**src/fsi_pkg.sv**
```systemverilog
// Constants, types and timing for the fault and status indicator block.
// Assumes a single 50 MHz system clock; all key and event inputs are synchronous to it.

package fsi_pkg;

	// ----------------------------------------------------------------
	// Timing.
	// ----------------------------------------------------------------
	localparam int unsigned CLK_HZ = 50_000_000;
	localparam int unsigned CYC_PER_MS = CLK_HZ / 1000;
	localparam int unsigned SELFTEST_MS = 500;
	localparam int unsigned ACK_HOLD_MS = 3000;
	localparam int unsigned FLASH_ON_MS = 250;
	localparam int unsigned FLASH_OFF_MS = 250;
	localparam int unsigned FLASH_PAUSE_MS = 1500;
	localparam int unsigned SELFTEST_CYC = SELFTEST_MS * CYC_PER_MS;
	localparam int unsigned ACK_HOLD_CYC = ACK_HOLD_MS * CYC_PER_MS;
	localparam int unsigned FLASH_ON_CYC = FLASH_ON_MS * CYC_PER_MS;
	localparam int unsigned FLASH_OFF_CYC = FLASH_OFF_MS * CYC_PER_MS;
	localparam int unsigned FLASH_PAUSE_CYC = FLASH_PAUSE_MS * CYC_PER_MS;
	localparam int CNT_W = 28;

	// ----------------------------------------------------------------
	// Link voltage thresholds in volts (150 V and 300 V models).
	// ----------------------------------------------------------------
	localparam int DC_W = 10;
	localparam logic [DC_W-1:0] DC_LOW_LOWMAINS = 10'h096;
	localparam logic [DC_W-1:0] DC_LOW_HIGHMAINS = 10'h12c;

	// ----------------------------------------------------------------
	// Fault classes; bit index plus one is the flash count.
	// ----------------------------------------------------------------
	localparam int NUM_FAULTS = 9;
	localparam int FLT_MAINS = 1;
	localparam logic [NUM_FAULTS-1:0] ACK_MASK = 9'h0fc;
	localparam logic [NUM_FAULTS-1:0] MAINS_MASK = 9'h002;
	localparam logic [3:0] FLASH_NONE = 4'h0;
	localparam logic [3:0] FLASH_CPU = 4'h1;

	typedef struct packed {
		logic param_memory_fault;
		logic inverter_overtemp_fault;
		logic motor_overtemp_fault;
		logic inverter_overload_fault;
		logic motor_overload_fault;
		logic regenerative_excess_fault;
		logic overcurrent_fault;
		logic mains_loss_fault;
		logic cpu_fault;
	} fsi_fault_t;

	typedef struct packed {
		logic param_change;
		logic panel_ctrl;
		logic card_access;
	} fsi_req_t;

	typedef struct packed {
		logic card_memory_full;
		logic card_checksum_bad;
		logic card_link_broken;
		logic card_params_incompatible;
		logic card_type_wrong;
		logic card_validity_bad;
		logic card_write_protected;
	} fsi_card_t;

	typedef enum logic [2:0] {
		WARN_NONE = 3'h0,
		WARN_PARAM_CHANGE_RUNNING = 3'h1,
		WARN_PANEL_CONTROL_RUNNING = 3'h2,
		WARN_CARD_ACCESS_RUNNING = 3'h3,
		WARN_SYSTEM_ERROR = 3'h4,
		WARN_MOTOR_DATA_INCOMPLETE = 3'h5,
		WARN_PASSWORD_INVALID = 3'h6
	} fsi_warn_t;

	typedef enum logic [4:0] {
		ST_OFF = 5'h01,
		ST_TEST = 5'h02,
		ST_READY = 5'h04,
		ST_RUN = 5'h08,
		ST_FAULT = 5'h10
	} fsi_state_t;

	typedef enum logic [2:0] {
		FL_IDLE = 3'h1,
		FL_ON = 3'h2,
		FL_DARK = 3'h4
	} fsi_flash_t;

endpackage

```
**src/fsi_flash_gen.sv**
```systemverilog
// Flash group generator: lights the output count times, then a long pause.
// Assumes count_i stays in 1..15 while en_i is high; it is latched per group.
`timescale 1ns/1ns
`default_nettype none

module fsi_flash_gen #(
	parameter int unsigned ON_CYC = fsi_pkg::FLASH_ON_CYC,
	parameter int unsigned OFF_CYC = fsi_pkg::FLASH_OFF_CYC,
	parameter int unsigned PAUSE_CYC = fsi_pkg::FLASH_PAUSE_CYC
) (
	// Clock and reset.
	input wire logic sys_clk_i,
	input wire logic rst_i,
	// Control.
	input wire logic en_i,
	input wire logic [3:0] count_i,
	// Indicator drive.
	output logic led_o
);
	import fsi_pkg::*;

	localparam logic [CNT_W-1:0] ON_LAST = CNT_W'(ON_CYC - 1);
	localparam logic [CNT_W-1:0] OFF_LAST = CNT_W'(OFF_CYC - 1);
	localparam logic [CNT_W-1:0] PAUSE_LAST = CNT_W'(PAUSE_CYC - 1);

	fsi_flash_t st_q, st_d;
	logic [CNT_W-1:0] tmr_q, tmr_d;
	logic [3:0] done_q, done_d;
	logic [3:0] grp_q, grp_d;
	logic led_q, led_d;

	// ------------------------------------------------------------
	// Flash sequencing.
	// ------------------------------------------------------------
	// The pause is six times a single dark gap so groups stay countable.
	always_comb begin
		st_d = st_q;
		tmr_d = tmr_q + 1'b1;
		done_d = done_q;
		grp_d = grp_q;
		case (st_q)
			FL_IDLE: begin
				tmr_d = '0;
				done_d = '0;
				grp_d = count_i;
				if (en_i) begin
					st_d = FL_ON;
				end
			end
			FL_ON: begin
				if (tmr_q == ON_LAST) begin
					st_d = FL_DARK;
					tmr_d = '0;
					done_d = done_q + 1'b1;
				end
			end
			FL_DARK: begin
				if ((done_q == grp_q && tmr_q == PAUSE_LAST) ||
				    (done_q != grp_q && tmr_q == OFF_LAST)) begin
					st_d = FL_ON;
					tmr_d = '0;
					if (done_q == grp_q) begin
						done_d = '0;
						grp_d = count_i;
					end
				end
			end
			default: begin
				st_d = FL_IDLE;
			end
		endcase
		if (!en_i) begin
			st_d = FL_IDLE;
		end
		led_d = (st_d == FL_ON);
	end

	// Registers only.
	always_ff @(posedge sys_clk_i or posedge rst_i) begin
		if (rst_i) begin
			st_q <= FL_IDLE;
			tmr_q <= '0;
			done_q <= '0;
			grp_q <= '0;
			led_q <= 1'b0;
		end else begin
			st_q <= st_d;
			tmr_q <= tmr_d;
			done_q <= done_d;
			grp_q <= grp_d;
			led_q <= led_d;
		end
	end

	assign led_o = led_q;

endmodule

`default_nettype wire

```
**src/fsi_status_top.sv**
```systemverilog
// Fault and status indicator for a motor inverter: two LEDs, fault latch,
// acknowledge keys, warning and card error codes, refusal while running.
// Assumes keys are debounced and all inputs are synchronous to sys_clk_i.
`timescale 1ns/1ns
`default_nettype none

module fsi_status_top #(
	parameter int unsigned TEST_CYC = fsi_pkg::SELFTEST_CYC,
	parameter int unsigned ACK_CYC = fsi_pkg::ACK_HOLD_CYC,
	parameter int unsigned ON_CYC = fsi_pkg::FLASH_ON_CYC,
	parameter int unsigned OFF_CYC = fsi_pkg::FLASH_OFF_CYC,
	parameter int unsigned PAUSE_CYC = fsi_pkg::FLASH_PAUSE_CYC
) (
	// Clock and reset.
	input wire logic sys_clk_i,
	input wire logic rst_i,
	// Drive state.
	input wire logic power_good_i,
	input wire logic run_cmd_i,
	input wire logic motor_running_i,
	input wire logic overload_active_i,
	input wire logic thermistor_fitted_i,
	input wire logic high_mains_model_i,
	input wire logic [fsi_pkg::DC_W-1:0] dc_link_voltage_i,
	// Fault and warning events, one-cycle pulses.
	input wire fsi_pkg::fsi_fault_t fault_ev_i,
	input wire fsi_pkg::fsi_req_t req_i,
	input wire logic sys_error_i,
	input wire logic motor_data_incomplete_i,
	input wire logic password_bad_i,
	input wire fsi_pkg::fsi_card_t card_err_i,
	// Panel keys, high while pressed.
	input wire logic key_stop_i,
	input wire logic key_enter_i,
	// Indicators and status.
	output logic green_indicator_o,
	output logic red_indicator_o,
	output logic ready_o,
	output logic [3:0] fault_class_o,
	output fsi_pkg::fsi_warn_t warn_code_o,
	output logic [2:0] card_code_o,
	output fsi_pkg::fsi_req_t grant_o
);
	import fsi_pkg::*;

	localparam logic [CNT_W-1:0] TEST_LAST = CNT_W'(TEST_CYC - 1);
	localparam logic [CNT_W-1:0] ACK_LAST = CNT_W'(ACK_CYC - 1);
	localparam logic [CNT_W-1:0] ACK_FULL = CNT_W'(ACK_CYC);

	fsi_state_t state_q, state_d;
	logic [CNT_W-1:0] test_q, test_d;
	logic [CNT_W-1:0] press_q, press_d;
	fsi_fault_t fault_q, fault_d;
	logic stop_prev_q, enter_prev_q;
	fsi_warn_t warn_q, warn_d;
	logic [2:0] card_q, card_d;
	logic green_q, green_d, red_q, red_d, ready_q, ready_d;
	logic [3:0] class_q, class_d;
	fsi_req_t grant_q, grant_d;
	logic ack, dc_low, stop_rise, enter_rise, warn_ev, flash_led;
	logic [NUM_FAULTS-1:0] ev_g, clr;

	// ------------------------------------------------------------
	// Key handling and fault latch.
	// ------------------------------------------------------------
	// A long stop press pulses ack once; releasing early restarts the count.
	always_comb begin
		press_d = '0;
		if (key_stop_i) begin
			press_d = (press_q == ACK_FULL) ? press_q : press_q + 1'b1;
		end
		ack = key_stop_i && (press_q == ACK_LAST);
		stop_rise = key_stop_i && !stop_prev_q;
		enter_rise = key_enter_i && !enter_prev_q;
		dc_low = dc_link_voltage_i < (high_mains_model_i ? DC_LOW_HIGHMAINS : DC_LOW_LOWMAINS);
		ev_g = fault_ev_i;
		ev_g[6] = fault_ev_i.motor_overtemp_fault && thermistor_fitted_i;
		// Processor and memory faults are outside the ack mask.
		clr = (ack ? ACK_MASK : '0) | (dc_low ? MAINS_MASK : '0);
		// New events win over a clear in the same cycle; power loss clears all.
		fault_d = power_good_i ? ((fault_q & ~clr) | ev_g) : '0;
		// Lowest flash count has priority; class is bit index plus one.
		class_d = FLASH_NONE;
		for (int i = NUM_FAULTS - 1; i >= 0; i--) begin
			if (fault_q[i]) begin
				class_d = 4'(i + 1);
			end
		end
	end

	// ------------------------------------------------------------
	// Warnings, card codes and grants.
	// ------------------------------------------------------------
	// Running locks out operator actions and a system error blocks the panel.
	always_comb begin
		grant_d.param_change = req_i.param_change && !motor_running_i;
		grant_d.panel_ctrl = req_i.panel_ctrl && !motor_running_i && !sys_error_i;
		grant_d.card_access = req_i.card_access && !motor_running_i;
		warn_ev = 1'b1;
		if (motor_running_i && req_i.param_change) begin
			warn_d = WARN_PARAM_CHANGE_RUNNING;
		end else if (motor_running_i && req_i.panel_ctrl) begin
			warn_d = WARN_PANEL_CONTROL_RUNNING;
		end else if (motor_running_i && req_i.card_access) begin
			warn_d = WARN_CARD_ACCESS_RUNNING;
		end else if (sys_error_i) begin
			warn_d = WARN_SYSTEM_ERROR;
		end else if (motor_data_incomplete_i) begin
			warn_d = WARN_MOTOR_DATA_INCOMPLETE;
		end else if (password_bad_i) begin
			warn_d = WARN_PASSWORD_INVALID;
		end else begin
			warn_ev = 1'b0;
			warn_d = enter_rise ? WARN_NONE : warn_q;
		end
		// Card codes: first set bit wins, code is bit index plus one.
		card_d = stop_rise ? 3'h0 : card_q;
		for (int j = 6; j >= 0; j--) begin
			if (card_err_i[j]) begin
				card_d = 3'(j + 1);
			end
		end
		if (!power_good_i) begin
			warn_d = WARN_NONE;
			card_d = 3'h0;
			grant_d = '0;
		end
	end

	// ------------------------------------------------------------
	// Operating state and indicator drive.
	// ------------------------------------------------------------
	// Outputs are decoded from the current state and registered once.
	always_comb begin
		state_d = state_q;
		test_d = '0;
		green_d = 1'b0;
		red_d = 1'b0;
		case (state_q)
			ST_OFF: begin
				state_d = ST_TEST;
			end
			ST_TEST: begin
				red_d = 1'b1;
				test_d = test_q + 1'b1;
				if (test_q == TEST_LAST) begin
					state_d = ST_READY;
				end
			end
			ST_READY: begin
				green_d = overload_active_i;
				red_d = overload_active_i;
				if (fault_q != '0) begin
					state_d = ST_FAULT;
				end else if (run_cmd_i) begin
					state_d = ST_RUN;
				end
			end
			ST_RUN: begin
				green_d = 1'b1;
				red_d = overload_active_i;
				if (fault_q != '0) begin
					state_d = ST_FAULT;
				end else if (!run_cmd_i) begin
					state_d = ST_READY;
				end
			end
			ST_FAULT: begin
				red_d = flash_led;
				if (fault_q == '0) begin
					state_d = ST_READY;
				end
			end
			default: begin
				state_d = ST_OFF;
			end
		endcase
		if (!power_good_i) begin
			state_d = ST_OFF;
			green_d = 1'b0;
			red_d = 1'b0;
		end
		ready_d = power_good_i && (state_q == ST_READY || state_q == ST_RUN);
	end

	// One flash sequencer; it starts a fresh group whenever a fault is entered.
	fsi_flash_gen #(
		.ON_CYC(ON_CYC),
		.OFF_CYC(OFF_CYC),
		.PAUSE_CYC(PAUSE_CYC)
	) u_flash (
		.sys_clk_i(sys_clk_i),
		.rst_i(rst_i),
		.en_i(state_q == ST_FAULT && class_q != FLASH_NONE),
		.count_i(class_q),
		.led_o(flash_led)
	);

	// Registers only.
	always_ff @(posedge sys_clk_i or posedge rst_i) begin
		if (rst_i) begin
			state_q <= ST_OFF;
			test_q <= '0;
			press_q <= '0;
			fault_q <= '0;
			stop_prev_q <= 1'b0;
			enter_prev_q <= 1'b0;
			warn_q <= WARN_NONE;
			card_q <= 3'h0;
			green_q <= 1'b0;
			red_q <= 1'b0;
			ready_q <= 1'b0;
			class_q <= FLASH_NONE;
			grant_q <= '0;
		end else begin
			state_q <= state_d;
			test_q <= test_d;
			press_q <= press_d;
			fault_q <= fault_d;
			stop_prev_q <= key_stop_i;
			enter_prev_q <= key_enter_i;
			warn_q <= warn_d;
			card_q <= card_d;
			green_q <= green_d;
			red_q <= red_d;
			ready_q <= ready_d;
			class_q <= class_d;
			grant_q <= grant_d;
		end
	end

	assign green_indicator_o = green_q;
	assign red_indicator_o = red_q;
	assign ready_o = ready_q;
	assign fault_class_o = class_q;
	assign warn_code_o = warn_q;
	assign card_code_o = card_q;
	assign grant_o = grant_q;
endmodule

`default_nettype wire

```
**config.mk**
```make
export PLATFORM = sky130hd
export DESIGN_NAME = fsi_status_top
export DESIGN_NICKNAME = d
export VERILOG_FILES = /design/src/fsi_pkg.sv /design/src/fsi_flash_gen.sv /design/src/fsi_status_top.sv
export SDC_FILE = /design/constraint.sdc
export NUM_CORES = 1
export LEC_CHECK = 0
export ABC_AREA = 1
export BUFFER_PORTS_ARGS = -buffer_cell sky130_fd_sc_hd__buf_2
export CORE_ASPECT_RATIO = 0.75
export CORE_MARGIN = 4
export CORE_UTILIZATION = 50
export CTS_CLUSTER_DIAMETER = 60
export DETAILED_ROUTE_END_ITERATION = 16
export PLACE_DENSITY = 0.78
export SLEW_MARGIN = 20
export SYNTH_ARGS = -nofsm -noshare
export SYNTH_HDL_FRONTEND = slang
export SYNTH_HIERARCHICAL = 1
export SYNTH_SLANG_ARGS = --single-unit
```
**constraint.sdc**
```tcl
create_clock -name sys_clk_i -period 4.2 [get_ports sys_clk_i]
set_input_delay 0.42 -clock sys_clk_i [delete_from_list [all_inputs] [get_ports sys_clk_i]]
set_output_delay 0.42 -clock sys_clk_i [all_outputs]
set_load 0.01 [all_outputs]
```
---- Yosys cells after proc, flatten, opt, wreduce, memory -nomap -nowiden ----
Cells that the tools add are included.
cells by class
  add/sub/neg operators ................... 4
  reduce and logical (&&, ||, !) cells .... 30
  multiplexer cells ....................... 60
  multipliers ............................. 0
  shift-type cells ........................ 0
  bitwise operators ....................... 4
  divide/modulo/power cells ............... 0
  magnitude comparators ................... 1
  equality and inequality tests ........... 26
operator list
  kind                   number
  $mux 28                5
  $add 28x1->28 const B  3
  $pmux 28 s3            1
  $mux 3                 21
  $eq 28x28->1 const B   2
  $mux 4                 14
  $mux 5                 7
  $eq 28x24->1 const B   1
  $eq 28x25->1 const B   1
  $eq 28x27->1 const B   1
  $pmux 5 s5             1
  $mux 9                 2
  $logic_and 1x1->1      15
  $pmux 4 s3             1
  $lt 10x9->1            1
  $and 9x9->9            1
  $logic_not 9->1        1
  $ne 9x1->1 const B     1
  $not 8->9              1
  $or 9x9->9             1
  $pmux 3 s3             1
  $reduce_bool 9->1      1
  $mux 8                 1
  $ne 4x4->1 const B     2
  other kinds (29)       39
word-level totals
  input bits .............................. 42
  latch bits .............................. 0
  memories ................................ 0
  register bits after elaboration ......... 128
  memory bits (writable) .................. 0
  ROM bits ................................ 0
  word-level logic and storage cells ...... 153
  output and inout bits ................... 16

---- Logic depth before layout (Yosys ltp) ----
  depth after elaboration ................. 11
  depth in mapped cells ................... 11
  depth with buffers taken out ............ 11

---- Modules after synthesis ----
Netlist, hierarchy kept.
by module, submodules not included
  module          seq. area each (µm²)  instances  cells each  area each (µm²)
  fsi_status_top  2203.4                1          660         4948.5
  fsi_flash_gen   1002.2                1          405         2763.9

---- Worst setup path after synthesis ----
OpenSTA, ideal clock, no wires.
  path type ............................... register to register
  start point ............................. reg u_flash.tmr_q[0]
  end point ............................... reg u_flash.tmr_q[17]
  stages on the path, launching flop included .. 10
  arrival ................................. 1.464 ns
  setup slack ............................. 2.613 ns
  setup time .............................. 0.123 ns
  clock period less this slack ............ 1.587 ns
  required time ........................... 4.077 ns
  cells stage by stage .................... dfrtp_1 ha_1 nand2_2 nor2_4 nand3_2 nor2_4 nand3_2 nand3_4 buf_8 a21oi_1
on the way
  word-level cells in the longest chain between the ends .. 5
  elaborated cells between the ends (all ways) .. 9
  classes of those cells .................. add/sub (1); eq/ne (2); mux (3); reduce/logical (3)
ends and longest elaborated chain
  element                                                RTL line             RTL
  start: declaration                                     fsi_flash_gen.sv:27  logic [CNT_W-1:0] tmr_q, tmr_d;
  start signal: assignment                               fsi_flash_gen.sv:88  tmr_q <= tmr_d;
  branches (longest 4 deep; another with $add 28x1->28)  --
  $pmux 28 s3 (*)                                        fsi_flash_gen.sv:41  case (st_q)
  named net u_flash.tmr_d[17]                            fsi_flash_gen.sv:27
Mark *: on every way through the listed nets, which the timed path passes.
A chain may end at the register's enable or synchronous reset.

---- Final worst setup path ----
  start point ............................. reg u_flash.tmr_q[0]
  end point ............................... reg u_flash.tmr_q[1]
The elaborated chain is that of the path after synthesis.

==> impl_metrics.toml <==
[die]
rows = 39
initial_core_util_pct = 50.8
fp.dieW_um = 151
io_pins = 58
die_h_um = 116
core_area_sq_mm = 0.0152
dieArea_sq_mm = 0.0175

[synthesis]
yosysSeqAreaShare_pct = 41.6
async_reset_ff_share_pct = 100
ys_top_cells_by_area = "dfrtp_1 41%, nand2_1 13%, nor2_1 9.5%, inv_1 6.1%, xor2_1 3.6%"
syn-num-nets = 1117
ys_seq_elements = 128
syn_inst = 1065
synth_most_common_cell = "nand2_1"
yosysTopAreaCellShare_pct = 40.9
synth_largest_area_cell = "dfrtp_1"
synth_ff_type = "dfrtp_1"
synth_cell_types = 40
syn_area_sq_mm = 0.00771
synth_edf_count = 0
yosys_warnings = 6
yosys-top-cells-count = "271 x nand2_1, 195 x nor2_1, 126 x dfrtp_1"
syn_area_per_cell_sq_um = 7.24

[critical_path]
worstSetupPathType = "reg2reg"
required_ps = 4460
regToRegSetupSlack_ps = 2160
crit_chain = "ha_1 -> nand2_2 -> nor2_4 -> nand3_2 -> nor2_4 -> nand3_2 -> nand3_2 -> a21boi_0"
cpMostUsedCell = "nand3_2"
crit_family = "simple AND/OR/NAND/NOR gates"
cp_slowest_cell = "nand3_2"
cp_max_fo = 24
crit_path_end_kind = "flip-flop"
ff2ff_path_depth = 8
cp_num_buf_inv = 0
arrival_ps = 2290
start_kind = "flip-flop"
rr_startpoint = "u_flash/tmr_q[0]"
r2r_end = "u_flash/tmr_q[1]"
max_stage_delay_ps = 420

[sta]
hold_violations = 0
timing.final.ws_setup_ps = 2160
fin_crit_sh_pct = 48.5
period_needed_ps = 2040
finalSetupViolCount = 0
worst_clock_skew_ps = 14.9
fin_hold_ws_ps = 123
tightest_slew_ps = 682
fmax_mhz = 491
maxSlewHeadroom_pct = 54.6
report.final.slew_viol_count = 0
rsz0062_at_grt = "false"
setup-tns-final_ps = 0

[clocking]
cts_made_buffers = 17
root_buffer = "clkbuf_16"
ctsHoldBuffers = 0
clk_latency_ps = 420
path_clk_slew_ps = 60
numClockSinks = 128
cts_tree = "built"
htreeDepth = 4
cts_setup_buffers = 0
cts_resized = 0
cts_buffer_depth = 2

[detailed_routing]
vias = 7033
drtIter0Drc = 629
drc = 0
via_per_inst = 5.21
dr.pass1.iters = 6
routed_wl_mm = 18.5
final_antenna_net_count = 0
wl_per_cell_um = 13.7

[final_layout]
nets = 1183
fin_area_sq_mm = 0.00873
fillCellCount = 1341
drive_gt1_share_pct = 12.7
n_antenna_cell = 0
fin_cells = 1349
area_delta_synth_final_pct = 13.2

[pwr]
peakVddDrop_mv = 0.334
p_leak_nw = 3.77
powerDensity_mw_per_mm2 = 333

[global_route]
grt_max_degree = 57
grt_antenna_before_repair = 1
grt_util_all_layers_pct = 22.2
grt_pass1_wl_mm = 31.2
grt-ovfl-total = 0
grt_pass1_vias = 6578

[place]
place_ws_ps = 2150
dpl.hpwl_mm = 13.6
place_inst = 1317
numPortBuffers = 56
gp_congestion = 0.975
place_area_sq_mm = 0.00819

[flow_run]
drv_cap = 0

[status]
outcome = "complete, no violations"

[hold_path]
hp-class = "in2async"
[cell type report]
type / count / area (sq um) / share of cell area [%]
Multi-Input combinational cell: 792 / 3920 / 44.9
Sequential cell: 128 / 3210 / 36.7
Inverter: 132 / 498 / 5.70
Clock buffer: 25 / 475 / 5.45
Timing Repair Buffer: 60 / 310 / 3.55
Tap cell: 205 / 256 / 2.94
Clock inverter: 7 / 62.6 / 0.717
[placed cells by master (no fill, tap or decap), types with 2 or more instances in the layout]
| master | Yosys | layout |
|---|---|---|
| clkbuf_16 | 0 | 17 |
| nand3_1 | 55 | 55 |
| nor3_4 | 3 | 3 |
| xor2_1 | 32 | 32 |
| o21a_1 | 5 | 5 |
| nor4_1 | 2 | 2 |
| o21ai_0 | 23 | 23 |
| inv_1 | 125 | 124 |
| clkbuf_8 | 0 | 2 |
| dfstp_2 | 2 | 2 |
| nand2_1 | 271 | 271 |
| buf_4 | 0 | 4 |
| nor2_4 | 8 | 8 |
| ha_1 | 10 | 10 |
| xnor2_1 | 13 | 13 |
| o211ai_1 | 2 | 2 |
| a31oi_1 | 6 | 6 |
| nor2_1 | 195 | 195 |
| nor3b_1 | 2 | 2 |
| nor3_1 | 42 | 42 |
| a21oi_2 | 7 | 7 |
| nor2_2 | 7 | 7 |
| a21boi_0 | 2 | 2 |
| nor3_2 | 5 | 5 |
| nand4_1 | 20 | 20 |
| a21oi_1 | 54 | 54 |
| dfrtp_1 | 126 | 126 |
| clkinv_2 | 0 | 5 |
| nand3_2 | 7 | 7 |
| inv_2 | 6 | 6 |
| nand2_2 | 10 | 10 |
| clkbuf_1 | 4 | 6 |
| nand3b_1 | 4 | 4 |
| buf_2 | 5 | 56 |
[state kept, by name (all words and copies together) (netlist names), 3 cells and up]
register,count
u_flash/done_q,4
card_code_o,3
fault_class_o,4
grant_o,3
u_flash/grp_q,4
u_flash/tmr_q,28
fault_q,9
warn_code_o,3
state_q,5
u_flash/st_q,3
test_q,28
press_q,28
[where the power goes]
group	switching [mW]	leakage, nW	internal [mW]
clock	0.526	0.265	0.840
combinational	0.156	1.76	0.0770
sequential	0.0306	1.74	1.27
total	0.713	3.77	2.19
[worst reg2reg max path, stage by stage, from the launching register on]
cell and delay, ps:
dfrtp_1 400, ha_1 250, nand2_2 90, nor2_4 180, nand3_2 120, nor2_4 150, nand3_2 100, nand3_2 420
a21boi_0 180
[routing by layer]
| metal | wire [um] | track usage [%] | up-vias |
|---|---|---|---|
| li1 | - | - | 3528 |
| met1 | 8810 | 32.8 | 3202 |
| met2 | 8100 | 33.4 | 278 |
| met3 | 1350 | 4.57 | 23 |
| met4 | 223 | 6.04 | 2 |
| met5 | 13 | 0 | - |
[metrics by stage]
stage / util (%) / power (mW)
2_1_floorplan: - / 1.47
3_3_place_gp: 54.0 / 1.55
3_5_place_dp: 54.0 / 1.56
4_1_cts: 57.5 / 2.92
5_1_grt: 57.5 / 3.02
6_report: 57.5 / 2.90
[cell families after synthesis]
family	after synthesis	synth area share (%)
compound gates	103	7.59
xor+xnor	45	5.11
fa+ha+maj	10	1.62
buf+inv	145	7.58
flops	128	41.6
simple gates	634	36.5
[how the worst max path moves through the flow]
stage | end | slack (ps) | cells past startpoint | startpoint
after global routing | u_flash/tmr_q[1] | 1970 | 8 | u_flash/tmr_q[0]
after global placement | u_flash/tmr_q[1] | 2170 | 8 | u_flash/tmr_q[0]
final | u_flash/tmr_q[1] | 2160 | 8 | u_flash/tmr_q[0]
after CTS | u_flash/tmr_q[1] | 2150 | 8 | u_flash/tmr_q[0]
after floorplan | card_code_o[0] | 1500 | 1 | rst_i
after detailed placement | u_flash/tmr_q[1] | 2150 | 8 | u_flash/tmr_q[0]
Note: power is estimated with default switching activity, not from simulation.
